==> config.mk <==
export PLATFORM = sky130hd
export DESIGN_NAME = i2sf_top
export DESIGN_NICKNAME = d
export VERILOG_FILES = /design/src/include/i2sf_pkg.sv /design/src/include/i2sf_line_if.sv /design/src/rtl/i2sf_line_mon.sv /design/src/rtl/i2sf_shifter.sv /design/src/rtl/i2sf_top.sv
export SDC_FILE = /design/constraint.sdc
export NUM_CORES = 1
export LEC_CHECK = 0
export BUFFER_PORTS_ARGS = -buffer_cell sky130_fd_sc_hd__buf_2
export CAP_MARGIN = 5
export CORE_MARGIN = 1.5
export CORE_UTILIZATION = 40
export CTS_CLUSTER_SIZE = 14
export DETAILED_ROUTE_END_ITERATION = 16
export PLACE_DENSITY = 0.69
export SETUP_SLACK_MARGIN = 0.2
export SLEW_MARGIN = 20
export SYNTH_ARGS = -nofsm -noshare
export SYNTH_HDL_FRONTEND = slang
export SYNTH_SLANG_ARGS = --single-unit
export TNS_END_PERCENT = 5
==> constraint.sdc <==
create_clock -name clock -period 3 [get_ports clock]
set_input_delay 0.6 -clock clock [delete_from_list [all_inputs] [get_ports clock]]
set_output_delay 0.6 -clock clock [all_outputs]
set_load 0.05 [all_outputs]
==> src/include/i2sf_pkg.sv <==
// Constants, register map and helpers of the I2C status-flag block.
// Assumes a 50 MHz module clock and a sampled I2C line.
// Notes on behaviour
// - START sets the bus occupied flag.
// - STOP or reset clears bus occupied.
// - New byte while data unread sets overrun.
// - Shift keeps running; copy after CPU read.
// - CPU data read clears overrun; debug doesn't.
// - Empty shifter, no new data: flag low.
// - No transfer until written; old byte resent.
// - Data write or reset sets shift-nonempty flag.
// - Own or general-call address sets addressed.
// - Free format: first byte sets addressed.
// - 7-bit: NACK, STOP, restart clear addressed.
// - 10-bit: NACK, STOP, foreign address clear.
// - All-zeros write address sets general-call flag, except in free format.
// - START or STOP clears general-call flag.
// - Status bits 7 and 6 read zero.
package i2sf_pkg;
  // ****************************************
  // Register map (word indices)
  // ****************************************
  localparam int          AW          = 4;      // Address width
  localparam int          DW          = 16;     // Data width
  localparam logic [3:0]  REG_STATUS  = 4'h0;   // bus_status_flags
  localparam logic [3:0]  REG_CTRL    = 4'h1;   // Own address, modes
  localparam logic [3:0]  REG_RXDATA  = 4'h2;   // receive_data_register
  localparam logic [3:0]  REG_TXDATA  = 4'h3;   // transmit_data_register
  localparam logic [3:0]  REG_EVENT   = 4'h4;   // Sticky events, W1C
  localparam logic [3:0]  REG_MASK    = 4'h5;   // Event mask
  // ****************************************
  // Field positions and reset values
  // ****************************************
  localparam int          ST_BB       = 12;     // bus_occupied_flag
  localparam int          ST_OVR      = 11;     // receive_overrun_flag
  localparam int          ST_TRANSMIT_SHIFT_NONEMPTY_FLAG     = 10;     // transmit_shift_nonempty_flag
  localparam int          ST_AAS      = 9;      // addressed_as_target_flag
  localparam int          ST_GC       = 8;      // general_call_flag
  localparam int          ST_RRDY     = 3;      // Receive data waiting
  localparam int          CT_TEN      = 10;     // Ten-bit addressing
  localparam int          CT_FREE     = 11;     // free_format_select
  localparam int          EV_W        = 6;      // Event bits
  localparam int          EV_START    = 0;
  localparam int          EV_STOP     = 1;
  localparam int          EV_RXBYTE   = 2;
  localparam int          EV_OVR      = 3;
  localparam int          EV_UNDER    = 4;
  localparam int          EV_ADDR     = 5;
  localparam logic [9:0]  OWN_RST     = 10'h000;
  localparam logic        TRANSMIT_SHIFT_NONEMPTY_FLAG_RST    = 1'b1;
  localparam logic        LINE_IDLE   = 1'b1;   // Released line level
  localparam logic [4:0]  TEN_TAG     = 5'h1E;  // Ten-bit header marker
  localparam logic [3:0]  ACK_SLOT    = 4'h8;   // Bit index of ack slot
  localparam logic [3:0]  LAST_BIT    = 4'h7;

  // All-zeros address with write direction
  function automatic logic is_gc(input logic [7:0] b);
    return (b[7:1] == 7'h00) && !b[0];
  endfunction : is_gc
endpackage : i2sf_pkg

==> src/include/i2sf_line_if.sv <==
// Signals shared by the line monitor, the shifter and the flag core.
// Assumes all signals live on the module clock.
`timescale 1ns/1ps
interface i2sf_line_if;
  logic       scl_rise;   // Sampled SCL rising edge, pulse
  logic       scl_fall;   // Sampled SCL falling edge, pulse
  logic       start_det;  // START or repeated START, pulse
  logic       stop_det;   // STOP, pulse
  logic       sda;        // Synchronised SDA level
  logic [7:0] rsr;        // receive_shift_register
  logic       byte_done;  // Eight bits assembled, pulse
  logic       ack_done;   // Ack slot sampled, pulse
  logic       ack_bit;    // Ack slot level, 1 = NACK
  logic       sda_oe;     // Pull SDA low
  logic       tx_mode;    // Drive data bits
  logic       ack_en;     // Drive ack in next slot
  logic       xsr_load;   // Load transmit_shift_register
  logic [7:0] xsr_data;   // Byte to load

  modport mon (output scl_rise, scl_fall, start_det, stop_det, sda);
  modport shf (input scl_rise, scl_fall, start_det, stop_det, sda,
               tx_mode, ack_en, xsr_load, xsr_data,
               output rsr, byte_done, ack_done, ack_bit, sda_oe);
endinterface : i2sf_line_if

==> src/rtl/i2sf_line_mon.sv <==
// Line monitor: synchronises SCL and SDA and finds edges, START, STOP.
// Assumes SCL is slow against the clock (several clocks per level).
`timescale 1ns/1ps
module i2sf_line_mon
  import i2sf_pkg::*;
(
  input  wire logic clock,
  input  wire logic reset,
  input  wire logic scl_pin,
  input  wire logic sda_pin,
  i2sf_line_if.mon  mon
);
  // ****************************************
  // Synchronisers and history
  // ****************************************
  logic scl_s1_ff, scl_s2_ff, scl_d_ff;  // SCL stages
  logic sda_s1_ff, sda_s2_ff, sda_d_ff;  // SDA stages

  // Two stages per pin plus a history stage; stage two and the history stage feed logic
  always_ff @(posedge clock or posedge reset) begin
    if (reset) begin
      scl_s1_ff <= LINE_IDLE;
      scl_s2_ff <= LINE_IDLE;
      scl_d_ff  <= LINE_IDLE;
      sda_s1_ff <= LINE_IDLE;
      sda_s2_ff <= LINE_IDLE;
      sda_d_ff  <= LINE_IDLE;
    end else begin
      scl_s1_ff <= scl_pin;
      scl_s2_ff <= scl_s1_ff;
      scl_d_ff  <= scl_s2_ff;
      sda_s1_ff <= sda_pin;
      sda_s2_ff <= sda_s1_ff;
      sda_d_ff  <= sda_s2_ff;
    end
  end

  // ****************************************
  // Edge and condition decode
  // ****************************************
  wire logic scl_hi = scl_s2_ff && scl_d_ff;  // SCL high both samples
  assign mon.scl_rise  = scl_s2_ff && !scl_d_ff;
  assign mon.scl_fall  = !scl_s2_ff && scl_d_ff;
  assign mon.start_det = scl_hi && sda_d_ff && !sda_s2_ff;  // SDA falls
  assign mon.stop_det  = scl_hi && !sda_d_ff && sda_s2_ff;  // SDA rises
  assign mon.sda       = sda_s2_ff;
endmodule : i2sf_line_mon

==> src/rtl/i2sf_shifter.sv <==
// Bit shifter: counts bits, assembles received bytes, drives SDA.
// Assumes the core sets tx_mode and ack_en well before the SCL fall.
`timescale 1ns/1ps
module i2sf_shifter
  import i2sf_pkg::*;
(
  input  wire logic clock,
  input  wire logic reset,
  i2sf_line_if.shf  shf
);
  // ****************************************
  // State
  // ****************************************
  logic [3:0] cnt_ff;        // Bit index, 8 = ack slot
  logic [7:0] rsr_ff;        // Received bits
  logic [7:0] xsr_ff;        // Byte being sent
  logic       oe_ff;         // SDA pull-down
  logic       byte_done_ff;  // Byte assembled
  logic       ack_done_ff;   // Ack slot sampled
  logic       ack_bit_ff;    // Sampled ack level

  wire logic in_ack = (cnt_ff == ACK_SLOT);
  // Bit is not shifted out: a missed reload resends it whole
  wire logic tx_bit = xsr_ff[3'd7 - cnt_ff[2:0]];

  // Counting and sampling on SCL rise
  always_ff @(posedge clock or posedge reset) begin
    if (reset) begin
      cnt_ff       <= 4'h0;
      rsr_ff       <= 8'h00;
      byte_done_ff <= 1'b0;
      ack_done_ff  <= 1'b0;
      ack_bit_ff   <= 1'b0;
    end else begin
      byte_done_ff <= shf.scl_rise && (cnt_ff == LAST_BIT);
      ack_done_ff  <= shf.scl_rise && in_ack;
      if (shf.start_det || shf.stop_det) begin
        cnt_ff <= 4'h0;  // Frame boundary
      end else if (shf.scl_rise) begin
        cnt_ff <= in_ack ? 4'h0 : cnt_ff + 4'h1;
      end
      // Shifts on every data-bit SCL rise, even while the old byte is unread
      if (shf.scl_rise && !in_ack) begin
        rsr_ff <= {rsr_ff[6:0], shf.sda};
      end
      if (shf.scl_rise && in_ack) begin
        ack_bit_ff <= shf.sda;
      end
    end
  end

  // Transmit byte loaded on xsr_load; SDA drive changed on SCL fall or frame edge
  always_ff @(posedge clock or posedge reset) begin
    if (reset) begin
      xsr_ff <= 8'h00;
      oe_ff  <= 1'b0;
    end else begin
      if (shf.xsr_load) begin
        xsr_ff <= shf.xsr_data;
      end
      if (shf.start_det || shf.stop_det) begin
        oe_ff <= 1'b0;  // Release at frame edge
      end else if (shf.scl_fall) begin
        oe_ff <= in_ack ? shf.ack_en : (shf.tx_mode && !tx_bit);
      end
    end
  end

  assign shf.rsr       = rsr_ff;
  assign shf.byte_done = byte_done_ff;
  assign shf.ack_done  = ack_done_ff;
  assign shf.ack_bit   = ack_bit_ff;
  assign shf.sda_oe    = oe_ff;
endmodule : i2sf_shifter

==> src/rtl/i2sf_top.sv <==
// Status-flag core of an I2C target: flags, data registers, events.
// Assumes a register port on the module clock and an open-drain SDA
// resolved outside; SCL is only observed, never stretched.
//
// The implementer's own choices: the register addresses and the strobed register port.
`timescale 1ns/1ps
module i2sf_top
  import i2sf_pkg::*;
(
  input  wire logic          clock,
  input  wire logic          reset,
  input  wire logic [AW-1:0] reg_addr,
  input  wire logic [DW-1:0] reg_wdata,
  input  wire logic          reg_write,
  input  wire logic          reg_read,
  input  wire logic          read_by_cpu,
  output logic      [DW-1:0] reg_rdata,
  input  wire logic          scl_pin,
  input  wire logic          sda_pin,
  output logic               sda_out,
  output logic               sda_oe,
  output logic               irq
);
  // ****************************************
  // Sub-blocks
  // ****************************************
  i2sf_line_if lnk ();  // Shared line signals

  i2sf_line_mon u_mon (
    .clock   (clock),
    .reset   (reset),
    .scl_pin (scl_pin),
    .sda_pin (sda_pin),
    .mon     (lnk.mon)
  );

  i2sf_shifter u_shf (
    .clock (clock),
    .reset (reset),
    .shf   (lnk.shf)
  );

  // ****************************************
  // State
  // ****************************************
  typedef enum logic [2:0] {
    PH_IDLE,   // No frame
    PH_ADDR,   // First byte after START
    PH_ADDR2,  // Low byte of ten-bit address
    PH_RX,     // Receiving data
    PH_TX,     // Sending data
    PH_SKIP    // Not for us
  } i2sf_phase_t;

  i2sf_phase_t       phase_ff;    // Frame phase
  i2sf_phase_t       nxt_phase;
  logic [9:0]        own_ff;      // Own target address
  logic              ten_ff;      // Ten-bit addressing
  logic              free_ff;     // free_format_select
  logic              bb_ff;       // bus_occupied_flag
  logic              ovr_ff;      // receive_overrun_flag
  logic              transmit_shift_nonempty_flag_ff;     // transmit_shift_nonempty_flag
  logic              aas_ff;      // addressed_as_target_flag
  logic              gc_ff;       // general_call_flag
  logic              rrdy_ff;     // Receive data waiting
  logic              pend_ff;     // Shifted byte held back
  logic [7:0]        drr_ff;      // receive_data_register
  logic [7:0]        dxr_ff;      // transmit_data_register
  logic              dxr_new_ff;  // Written since last transfer
  logic              ack_en_ff;   // Ack the next slot
  logic [EV_W-1:0]   evt_ff;      // Sticky events
  logic [EV_W-1:0]   mask_ff;     // Event mask
  logic [DW-1:0]     rdata_ff;    // Read data, one cycle late

  // ****************************************
  // Register decode
  // ****************************************
  wire logic wr_ctrl = reg_write && (reg_addr == REG_CTRL);
  wire logic wr_tx   = reg_write && (reg_addr == REG_TXDATA);
  wire logic wr_evt  = reg_write && (reg_addr == REG_EVENT);
  wire logic wr_mask = reg_write && (reg_addr == REG_MASK);
  // Debug reads of the data register leave every flag alone
  wire logic rd_side = reg_read && read_by_cpu
                       && (reg_addr == REG_RXDATA);

  // ****************************************
  // Address decode
  // ****************************************
  wire logic [7:0] rx_byte = lnk.rsr;
  wire logic       rw      = rx_byte[0];
  wire logic       gc_hit  = is_gc(rx_byte);
  wire logic       own7    = rx_byte[7:1] == own_ff[6:0];
  wire logic       hdr10   = (rx_byte[7:3] == TEN_TAG)
                             && (rx_byte[2:1] == own_ff[9:8]);
  wire logic       low10   = rx_byte == own_ff[7:0];
  wire logic       in_addr  = lnk.byte_done && (phase_ff == PH_ADDR);
  wire logic       in_addr2 = lnk.byte_done && (phase_ff == PH_ADDR2);
  wire logic       addr_ok  = free_ff || gc_hit
                              || (!ten_ff && own7)
                              || (ten_ff && hdr10 && rw && aas_ff);
  // Master NACK ends our transmission
  wire logic       nack    = lnk.ack_done && (phase_ff == PH_TX)
                             && lnk.ack_bit;
  // Header of a foreign ten-bit address, or a foreign low byte
  wire logic       foreign10 = ten_ff && !free_ff
                               && ((in_addr && !gc_hit && !hdr10)
                                   || (in_addr2 && !low10));

  // ****************************************
  // Phase machine
  // ****************************************
  // Next phase; START and STOP override the byte flow
  always_comb begin
    nxt_phase = phase_ff;
    unique case (phase_ff)
      PH_ADDR: begin
        if (lnk.byte_done) begin
          if (free_ff) begin
            nxt_phase = PH_RX;  // First byte is data
          end else if (ten_ff && hdr10) begin
            nxt_phase = rw ? (aas_ff ? PH_TX : PH_SKIP) : PH_ADDR2;
          end else if (gc_hit) begin
            nxt_phase = PH_RX;
          end else if (!ten_ff && own7) begin
            nxt_phase = rw ? PH_TX : PH_RX;
          end else begin
            nxt_phase = PH_SKIP;
          end
        end
      end
      PH_ADDR2: begin
        if (lnk.byte_done) begin
          nxt_phase = low10 ? PH_RX : PH_SKIP;
        end
      end
      PH_TX: begin
        if (nack) begin
          nxt_phase = PH_SKIP;
        end
      end
      PH_IDLE, PH_RX, PH_SKIP: begin
        nxt_phase = phase_ff;  // Wait for a frame edge
      end
    endcase
    if (lnk.start_det) begin
      nxt_phase = PH_ADDR;
    end else if (lnk.stop_det) begin
      nxt_phase = PH_IDLE;
    end
  end

  // Ack address bytes we own and every received data byte
  wire logic nxt_ack_en = lnk.byte_done
                          && ((nxt_phase == PH_RX)
                              || (nxt_phase == PH_ADDR2)
                              || (in_addr && nxt_phase == PH_TX));

  // ****************************************
  // Bus occupied and general call
  // ****************************************
  wire logic nxt_bb = lnk.start_det
                      || (bb_ff && !lnk.stop_det);
  wire logic gc_set = in_addr && !free_ff && gc_hit;
  wire logic nxt_gc = gc_set
                      || (gc_ff && !lnk.start_det && !lnk.stop_det);

  // ****************************************
  // Addressed as target
  // ****************************************
  wire logic aas_set = (in_addr && addr_ok)
                       || (in_addr2 && low10);
  wire logic aas_clr = lnk.stop_det || nack
                       || (lnk.start_det && !ten_ff)
                       || foreign10;
  // Set wins over a clear in the same cycle
  wire logic nxt_aas = aas_set || (aas_ff && !aas_clr);

  // ****************************************
  // Receive path and overrun
  // ****************************************
  wire logic rx_evt  = lnk.byte_done
                       && ((phase_ff == PH_RX) || (in_addr && free_ff));
  // Byte moves up only when the data register is free or being read
  wire logic rx_take = rx_evt && (!rrdy_ff || rd_side);
  wire logic ovr_set = rx_evt && !rx_take;
  // Held byte comes from the live shifter, which may hold new bits
  wire logic drr_load = rx_take || (rd_side && pend_ff);
  wire logic nxt_ovr  = ovr_set || (ovr_ff && !rd_side);
  wire logic nxt_pend = rx_evt ? ovr_set : (pend_ff && !rd_side);
  wire logic nxt_rrdy = rx_take || (rd_side ? pend_ff : rrdy_ff);

  // ****************************************
  // Transmit path and underflow
  // ****************************************
  wire logic tx_need  = lnk.ack_done && (phase_ff == PH_TX)
                        && !lnk.ack_bit;
  wire logic tx_fresh = dxr_new_ff || wr_tx;  // Write in same cycle counts
  wire logic under    = tx_need && !tx_fresh;
  assign lnk.xsr_load = tx_need && tx_fresh;
  assign lnk.xsr_data = wr_tx ? reg_wdata[7:0] : dxr_ff;
  assign lnk.tx_mode  = (phase_ff == PH_TX);
  assign lnk.ack_en   = ack_en_ff;
  // CPU write sets, underflow clears; the write wins
  wire logic nxt_transmit_shift_nonempty_flag = wr_tx || (transmit_shift_nonempty_flag_ff && !under);
  wire logic nxt_dxr_new = wr_tx ? !tx_need : (dxr_new_ff && !tx_need);

  // ****************************************
  // Events and interrupt
  // ****************************************
  wire logic [EV_W-1:0] ev_set = {aas_set && !aas_ff, under, ovr_set,
                                  rx_take, lnk.stop_det, lnk.start_det};
  wire logic [EV_W-1:0] ev_clr = wr_evt ? reg_wdata[EV_W-1:0] : '0;
  wire logic [EV_W-1:0] nxt_evt = (evt_ff & ~ev_clr) | ev_set;

  // ****************************************
  // Read side
  // ****************************************
  logic [DW-1:0] status_word;  // Bits 7 and 6 stay zero

  // Status image assembled bit by bit
  always_comb begin
    status_word          = '0;
    status_word[ST_BB]   = bb_ff;
    status_word[ST_OVR]  = ovr_ff;
    status_word[ST_TRANSMIT_SHIFT_NONEMPTY_FLAG] = transmit_shift_nonempty_flag_ff;
    status_word[ST_AAS]  = aas_ff;
    status_word[ST_GC]   = gc_ff;
    status_word[ST_RRDY] = rrdy_ff;
  end

  wire logic [DW-1:0] ctrl_word = {4'h0, free_ff, ten_ff, own_ff};
  wire logic [DW-1:0] rd_mux =
    (reg_addr == REG_STATUS) ? status_word :
    (reg_addr == REG_CTRL)   ? ctrl_word :
    (reg_addr == REG_RXDATA) ? {8'h00, drr_ff} :
    (reg_addr == REG_TXDATA) ? {8'h00, dxr_ff} :
    (reg_addr == REG_EVENT)  ? {10'h000, evt_ff} :
    (reg_addr == REG_MASK)   ? {10'h000, mask_ff} : '0;

  // ****************************************
  // Flag registers
  // ****************************************
  // Status flags and phase
  always_ff @(posedge clock or posedge reset) begin
    if (reset) begin
      phase_ff  <= PH_IDLE;
      bb_ff     <= 1'b0;
      ovr_ff    <= 1'b0;
      transmit_shift_nonempty_flag_ff   <= TRANSMIT_SHIFT_NONEMPTY_FLAG_RST;
      aas_ff    <= 1'b0;
      gc_ff     <= 1'b0;
      rrdy_ff   <= 1'b0;
      pend_ff   <= 1'b0;
      ack_en_ff <= 1'b0;
    end else begin
      phase_ff  <= nxt_phase;
      bb_ff     <= nxt_bb;
      ovr_ff    <= nxt_ovr;
      transmit_shift_nonempty_flag_ff   <= nxt_transmit_shift_nonempty_flag;
      aas_ff    <= nxt_aas;
      gc_ff     <= nxt_gc;
      rrdy_ff   <= nxt_rrdy;
      pend_ff   <= nxt_pend;
      ack_en_ff <= nxt_ack_en || (ack_en_ff && !lnk.ack_done
                   && !lnk.start_det && !lnk.stop_det);
    end
  end

  // Data, control and event registers
  always_ff @(posedge clock or posedge reset) begin
    if (reset) begin
      own_ff     <= OWN_RST;
      ten_ff     <= 1'b0;
      free_ff    <= 1'b0;
      drr_ff     <= 8'h00;
      dxr_ff     <= 8'h00;
      dxr_new_ff <= 1'b0;
      evt_ff     <= '0;
      mask_ff    <= '0;
      rdata_ff   <= '0;
    end else begin
      if (wr_ctrl) begin
        own_ff  <= reg_wdata[9:0];
        ten_ff  <= reg_wdata[CT_TEN];
        free_ff <= reg_wdata[CT_FREE];
      end
      if (drr_load) begin
        drr_ff <= rx_byte;
      end
      if (wr_tx) begin
        dxr_ff <= reg_wdata[7:0];
      end
      if (wr_mask) begin
        mask_ff <= reg_wdata[EV_W-1:0];
      end
      dxr_new_ff <= nxt_dxr_new;
      evt_ff     <= nxt_evt;
      // Data stand only in the cycle after the read
      rdata_ff   <= reg_read ? rd_mux : '0;
    end
  end

  // ****************************************
  // Outputs
  // ****************************************
  assign reg_rdata = rdata_ff;
  assign sda_out   = 1'b0;  // Open drain: only ever pulls low
  assign sda_oe    = lnk.sda_oe;
  assign irq       = |(evt_ff & mask_ff);
endmodule : i2sf_top

==> impl_metrics.csv, run 1 <==
group,metric,value,unit
yosys,synthFlopType,"dfrtp_1",
cells_and_area,antennaDiodeCount,0,
timing,drv_slew,0,
clock_network,clockBufferDepth,2,
route,drt_iter0_markers,231,
critical_path,critical_path.max_stage_delay,0.39,ns
global_route,grt_use_total,17.6,%
global_route,grt_pass1_vias,3136,
pwr,p_total,3.65,mW
die,coreArea,11300,sq um
clock_network,cts_buffers,9,
route,avgRoutedWirePerCell,17.0,um
yosys,synthArstFlopShare,100,%
critical_path,arrival,2.36,ns
yosys,synthesis.area_per_instance,11.4,sq um
die,die_x,110,um
die,io_pins,46,
yosys,netlist_area,4610,sq um
yosys,ys_seq_area_share,51.7,%
critical_path,endpoint_kind,"flop",
yosys,synth_edf_count,0,
route,post_drt_via_cell_ratio,5.45,
timing,setup_violations,0,
critical_path,critPathMaxFanout,11,
route,routed_wl,9.97,mm
flow_run,drv_cap,0,
run_status,outcome,"finished clean",
clock_network,clkTransAtPathRegs,0.06,ns
global_route,antenna_found_initial,0,
route,vias,3195,
critical_path,start_kind,"input pin",
yosys,synth.top_cells.by_area,"dfrtp_1 48%, mux2_2 12%, dfstp_2 4.0%",
yosys,synthCells,405,
timing,tns,0,ns
yosys,yosysWarnings,0,
cells_and_area,layout-drive-gt1-share,28.7,%
global_route,grt_max_degree,58,
timing,hold_viol,0,
global_route,gr-total-overflow,0,
yosys,yosys_register_bits,95,
die,rows,39,
critical_path,crit_required,3.22,ns
yosys,yosysTopAreaCell,"dfrtp_1",
global_route,grt_pass1_wl,16.2,mm
place,io_buffers,37,
timing,max_slew_margin,39.7,%
yosys,yosys.area.top_type_share,47.7,%
critical_path,worstPathCellList,"buf_2 -> nor2_1 -> nand2_1 -> nor2_1 -> buf_4 -> mux2_2 -> mux2_2",
cells_and_area,nets,467,
place,hpwl,7.31,mm
timing,post-route-period-util,71.6,%
hold_path,hp-class,"reg2reg",
critical_path,cp_num_buf_inv,2,
die,dieArea,12200,sq um
pwr,ir_drop,0.336,mV
timing,rsz0062_at_grt,"no",
yosys,synth_cell_types,64,
cells_and_area,final_cells,586,
clock_network,insertion_delay,0.33,ns
critical_path,crit_slowest_cell,"mux2_2",
route,dr.pass1.iters,4,
clock_network,cts_sinks,95,
clock_network,cts_root_buffer,"clkbuf_16",
place,placed_cells,570,
critical_path,crit_type,"in2reg",
clock_network,postCtsResizedCells,0,
timing,tightest_slew,0.898,ns
pwr,power_leakage,2.39,nW
die,dieHeight,110,um
critical_path,path_delay_family,"simple AND/OR/NAND/NOR gates",
timing,timing.fmax,466,MHz
pwr,power.density,703,nW/um^2
timing,post-route-min-period,2.15,ns
timing,fin_skew,0.00935,ns
clock_network,hold_buffers,0,
die,initial_core_util,40.7,%
place,gp_congestion,0.896,
clock_network,cts_setup_buffers,0,
route,drc,0,
route,ant_nets,0,
clock_network,cts_tree,"done",
clock_network,cts_max_level,3,
cells_and_area,area_growth,12.8,%
==> per-stage QoR <==
step	utilization [%]	hold WS (ns)	cell area (sq um)	setup slack [ns]
global route	45.9	0.352	5200	0.707
floorplan	-	0.345	4630	0.925
global placement	43.3	0.346	4910	0.613
detailed placement	43.3	0.351	4910	0.571
finish	45.9	0.361	5200	0.852
CTS	45.9	0.347	5200	0.894
==> placed cells by master, fill, tap and decap left out, types with 5 or more instances in the layout <==
master	synthesis	routed
nor3b_1	9	9
mux2_2	51	51
o32a_1	5	5
nor4_1	5	5
a21oi_1	22	22
nand2b_1	5	5
dfstp_2	7	7
dfrtp_1	88	88
nor2_1	30	30
clkbuf_16	0	9
o21ai_0	11	11
buf_2	10	37
mux2i_1	13	13
nand2_1	35	35
xor2_1	16	16
buf_4	6	5
inv_1	8	7
==> cell type report <==
cell class / count / area, sq um
clock buffers: 13 / 250
clock inverters: 3 / 43.8
fillers: 1054 / 6120
inverters: 8 / 33.8
multi-input cells: 281 / 2070
flip-flops and latches: 95 / 2390
well taps: 143 / 179
repair buffers: 43 / 243
==> power breakdown <==
group	internal, mW	switching [mW]
sequential	1.50	0.294
clock	0.670	0.460
combinational	0.357	0.379
==> cell families (layout without fill, tap and decap cells) <==
kind of cell / after synthesis / after routing / share of synthesized area (%)
AO/OA/AOI/OAI: 73 / 73 / 10.7
AND/OR/NAND/NOR: 118 / 118 / 13.6
multiplexers: 66 / 66 / 16.3
flip-flops: 95 / 95 / 51.7
adder cells (fa/ha/maj): 2 / 2 / 0.543
other: 1 / 4 / 0.0813
XOR/XNOR: 18 / 18 / 3.42
buffers and inverters: 32 / 67 / 3.72
==> synth_stat cells (6+ instances only) <==
master and count:
dfrtp_1 88, a21oi_1 22, xor2_1 16, nand2_1 35, buf_4 6, o21ai_0 11
nor2_1 30, dfstp_2 7, mux2i_1 13, buf_2 10, inv_1 8, mux2_2 51
nor3b_1 9
==> registers in the layout (all words and copies together), names as in the netlist, 3 cells and up <==
signal	flops
drr_ff	8
dxr_ff	8
evt_ff	6
mask_ff	6
own_ff	10
phase_ff	3
reg_rdata	13
u_shf.cnt_ff	4
u_shf.shf.rsr	8
u_shf.xsr_ff	8
==> metal layers <==
metal  up-vias  global-route usage [%]  share of wire (%)
met1      1617                    24.7                 46
met3         4                    3.06                3.9
met5         -                       0                  0
met4         0                    5.04               0.58
met2        64                    28.0                 49
li1       1510                       -                  -
==> worst paths after layout <==
kind                                 start  cells past startpoint  slack [ns]                              end
min in group asynchronous            reset                      2        0.40                  u_shf.cnt_ff[2]
min                        u_mon.scl_s1_ff                      0        0.36                  u_mon.scl_s2_ff
max reg2reg                u_shf.cnt_ff[0]                      5        0.87                 u_shf.shf.rsr[6]
max in group asynchronous            reset                      3        1.82  transmit_shift_nonempty_flag_ff
max                            reg_addr[2]                      7        0.85                  u_shf.xsr_ff[3]
min reg2reg                u_mon.scl_s1_ff                      0        0.36                  u_mon.scl_s2_ff
Note: power is estimated with default switching activity, not from simulation.
==> inputs of run 2 (changes only) <==
Settings changed: PLACE_DENSITY 0.69 to 0.67.
Clock period 3 ns to 2 ns, I/O delays scaled along.
==> run 2 against run 1 <==
  * Critical path depth unchanged
  * Sequential share of layout area down 2.5 points
  * Design area grew 6.2%
  * Flip-flop and latch count unchanged
  * Clock power up 49%
  * Critical path type is now reg2reg
  * Largest power group unchanged
==> impl_metrics.csv, run 2 (synthesized netlist as in run 1, its figures left out) <==
group,metric,value,unit
run_status,outcome,"finished clean",
die,coreArea,11300,sq um
cells_and_area,area_growth,19.8,%
critical_path,crit_type,"reg2reg",
route,routed_wl,10.8,mm
die,dieArea,12200,sq um
route,drt_iter0_markers,201,
critical_path,crit_required,2.24,ns
die,dieHeight,110,um
cells_and_area,largest_register_ff_count,13,
critical_path,arrival,2.17,ns
cells_and_area,nets,497,
timing,fin_hold_ws,0.0327,ns
clock_network,cts_sinks,95,
critical_path,critPathMaxFanout,6,
route,drc,0,
critical_path,critical_path.max_stage_delay,0.46,ns
critical_path,worstPathCellList,"buf_4 -> xor2_1 -> nor4_2 -> nand2_1 -> a32oi_1 -> nor3b_1 -> o31ai_1",
timing,worst_slack,0.0706,ns
place,place_area,5120,sq um
clock_network,cts_tree,"done",
die,die_x,110,um
timing,post-route-period-util,96.5,%
place,hpwl,7.80,mm
clock_network,cts_max_level,3,
global_route,grt_pass1_vias,3349,
route,ant_nets,0,
global_route,gr-total-overflow,0,
cells_and_area,mostFrequentLayoutCell,"dfrtp_1",
cells_and_area,nFillCells,997,
cells_and_area,stdcell_area,5520,sq um
pwr,power_leakage,2.55,nW
cells_and_area,layout-drive-gt1-share,37.0,%
cells_and_area,antennaDiodeCount,0,
clock_network,hold_buffers,0,
timing,rsz0062_at_grt,"yes",
global_route,antenna_found_initial,0,
pwr,p_total,5.76,mW
clock_network,cts_buffers,9,
hold_path,hp-class,"in2async",
pwr,power.density,1040,nW/um^2
clock_network,cts_root_buffer,"clkbuf_16",
place,io_buffers,37,
timing,fin_skew,0.00759,ns
timing,post-route-min-period,1.93,ns
die,initial_core_util,40.7,%
global_route,grt_pass1_wl,17.4,mm
place,gp_congestion,0.879,
pwr,ir_drop,0.396,mV
global_route,grt_use_total,19.2,%
die,io_pins,46,
timing,timing.fmax,518,MHz
clock_network,insertion_delay,0.34,ns
critical_path,cp_num_buf_inv,1,
global_route,grt_max_degree,51,
critical_path,crit_slowest_cell,"dfrtp_2",
die,rows,39,
clock_network,clkTransAtPathRegs,0.07,ns
critical_path,start_kind,"flop",
clock_network,clockBufferDepth,2,
timing,drv_slew,0,
timing,setup_violations,0,
route,vias,3367,
place,place_ws,0.0568,ns
route,dr.pass1.iters,5,
route,post_drt_via_cell_ratio,5.47,
critical_path,endpoint_kind,"flop",
cells_and_area,mostFrequentLayoutCells,"82 x dfrtp_1, 51 x mux2_2, 37 x buf_2",
timing,hold_viol,0,
critical_path,path_delay_family,"simple AND/OR/NAND/NOR gates",
flow_run,drv_cap,0,
route,avgRoutedWirePerCell,17.5,um
## run 2: cell type report
class	instances	area [sq um]	area share, %
sequential	95	2390	43.3
multi-input combinational	281	2130	38.5
timing repair buffer	73	493	8.92
clock buffer	14	284	5.14
tap	143	179	3.24
inverter	8	33.8	0.612
clock inverter	2	12.5	0.227
## run 2: where the power goes
| group | switching, mW | internal [mW] |
|---|---|---|
| Sequential | 0.367 | 2.25 |
| Clock | 0.700 | 0.977 |
| Combinational | 0.763 | 0.701 |
## run 2: repair_timing
item / in CTS / in global routing
setup endpoints to repair: 19 / 27
gates resized for setup: 14 / 4
pin swaps: 3 / 2
buffers inserted: 3 / 2
## run 2: metrics by stage
step	cells	util, %	TNS, ns
2_1_floorplan	408	-	0
5_1_grt	616	48.8	-0.0102
3_3_place_gp	595	45.2	0
6_report	616	48.8	0
3_5_place_dp	595	45.2	0
4_1_cts	614	48.5	0
## run 2: path summary, 6_finish.rpt
check	slack [ns]	startpoint	cells past startpoint	endpoint
setup / recovery	0.07	u_shf.shf.rsr[2]	7	aas_ff
hold / removal	0.03	reset	2	u_shf.xsr_ff[4]
setup reg to reg	0.07	u_shf.shf.rsr[2]	7	aas_ff
hold reg to reg	0.36	u_mon.sda_s1_ff	0	u_mon.mon.sda
max in group asynchronous	1.37	reset	3	transmit_shift_nonempty_flag_ff
min in group clock	0.15	sda_pin	1	u_mon.sda_s1_ff
## run 2: per-layer routing
layer,wire (um),GRT usage (%)
met1,4690,24.7
met2,5460,32.4
met3,418,2.65
met4,199,7.88
met5,0,0
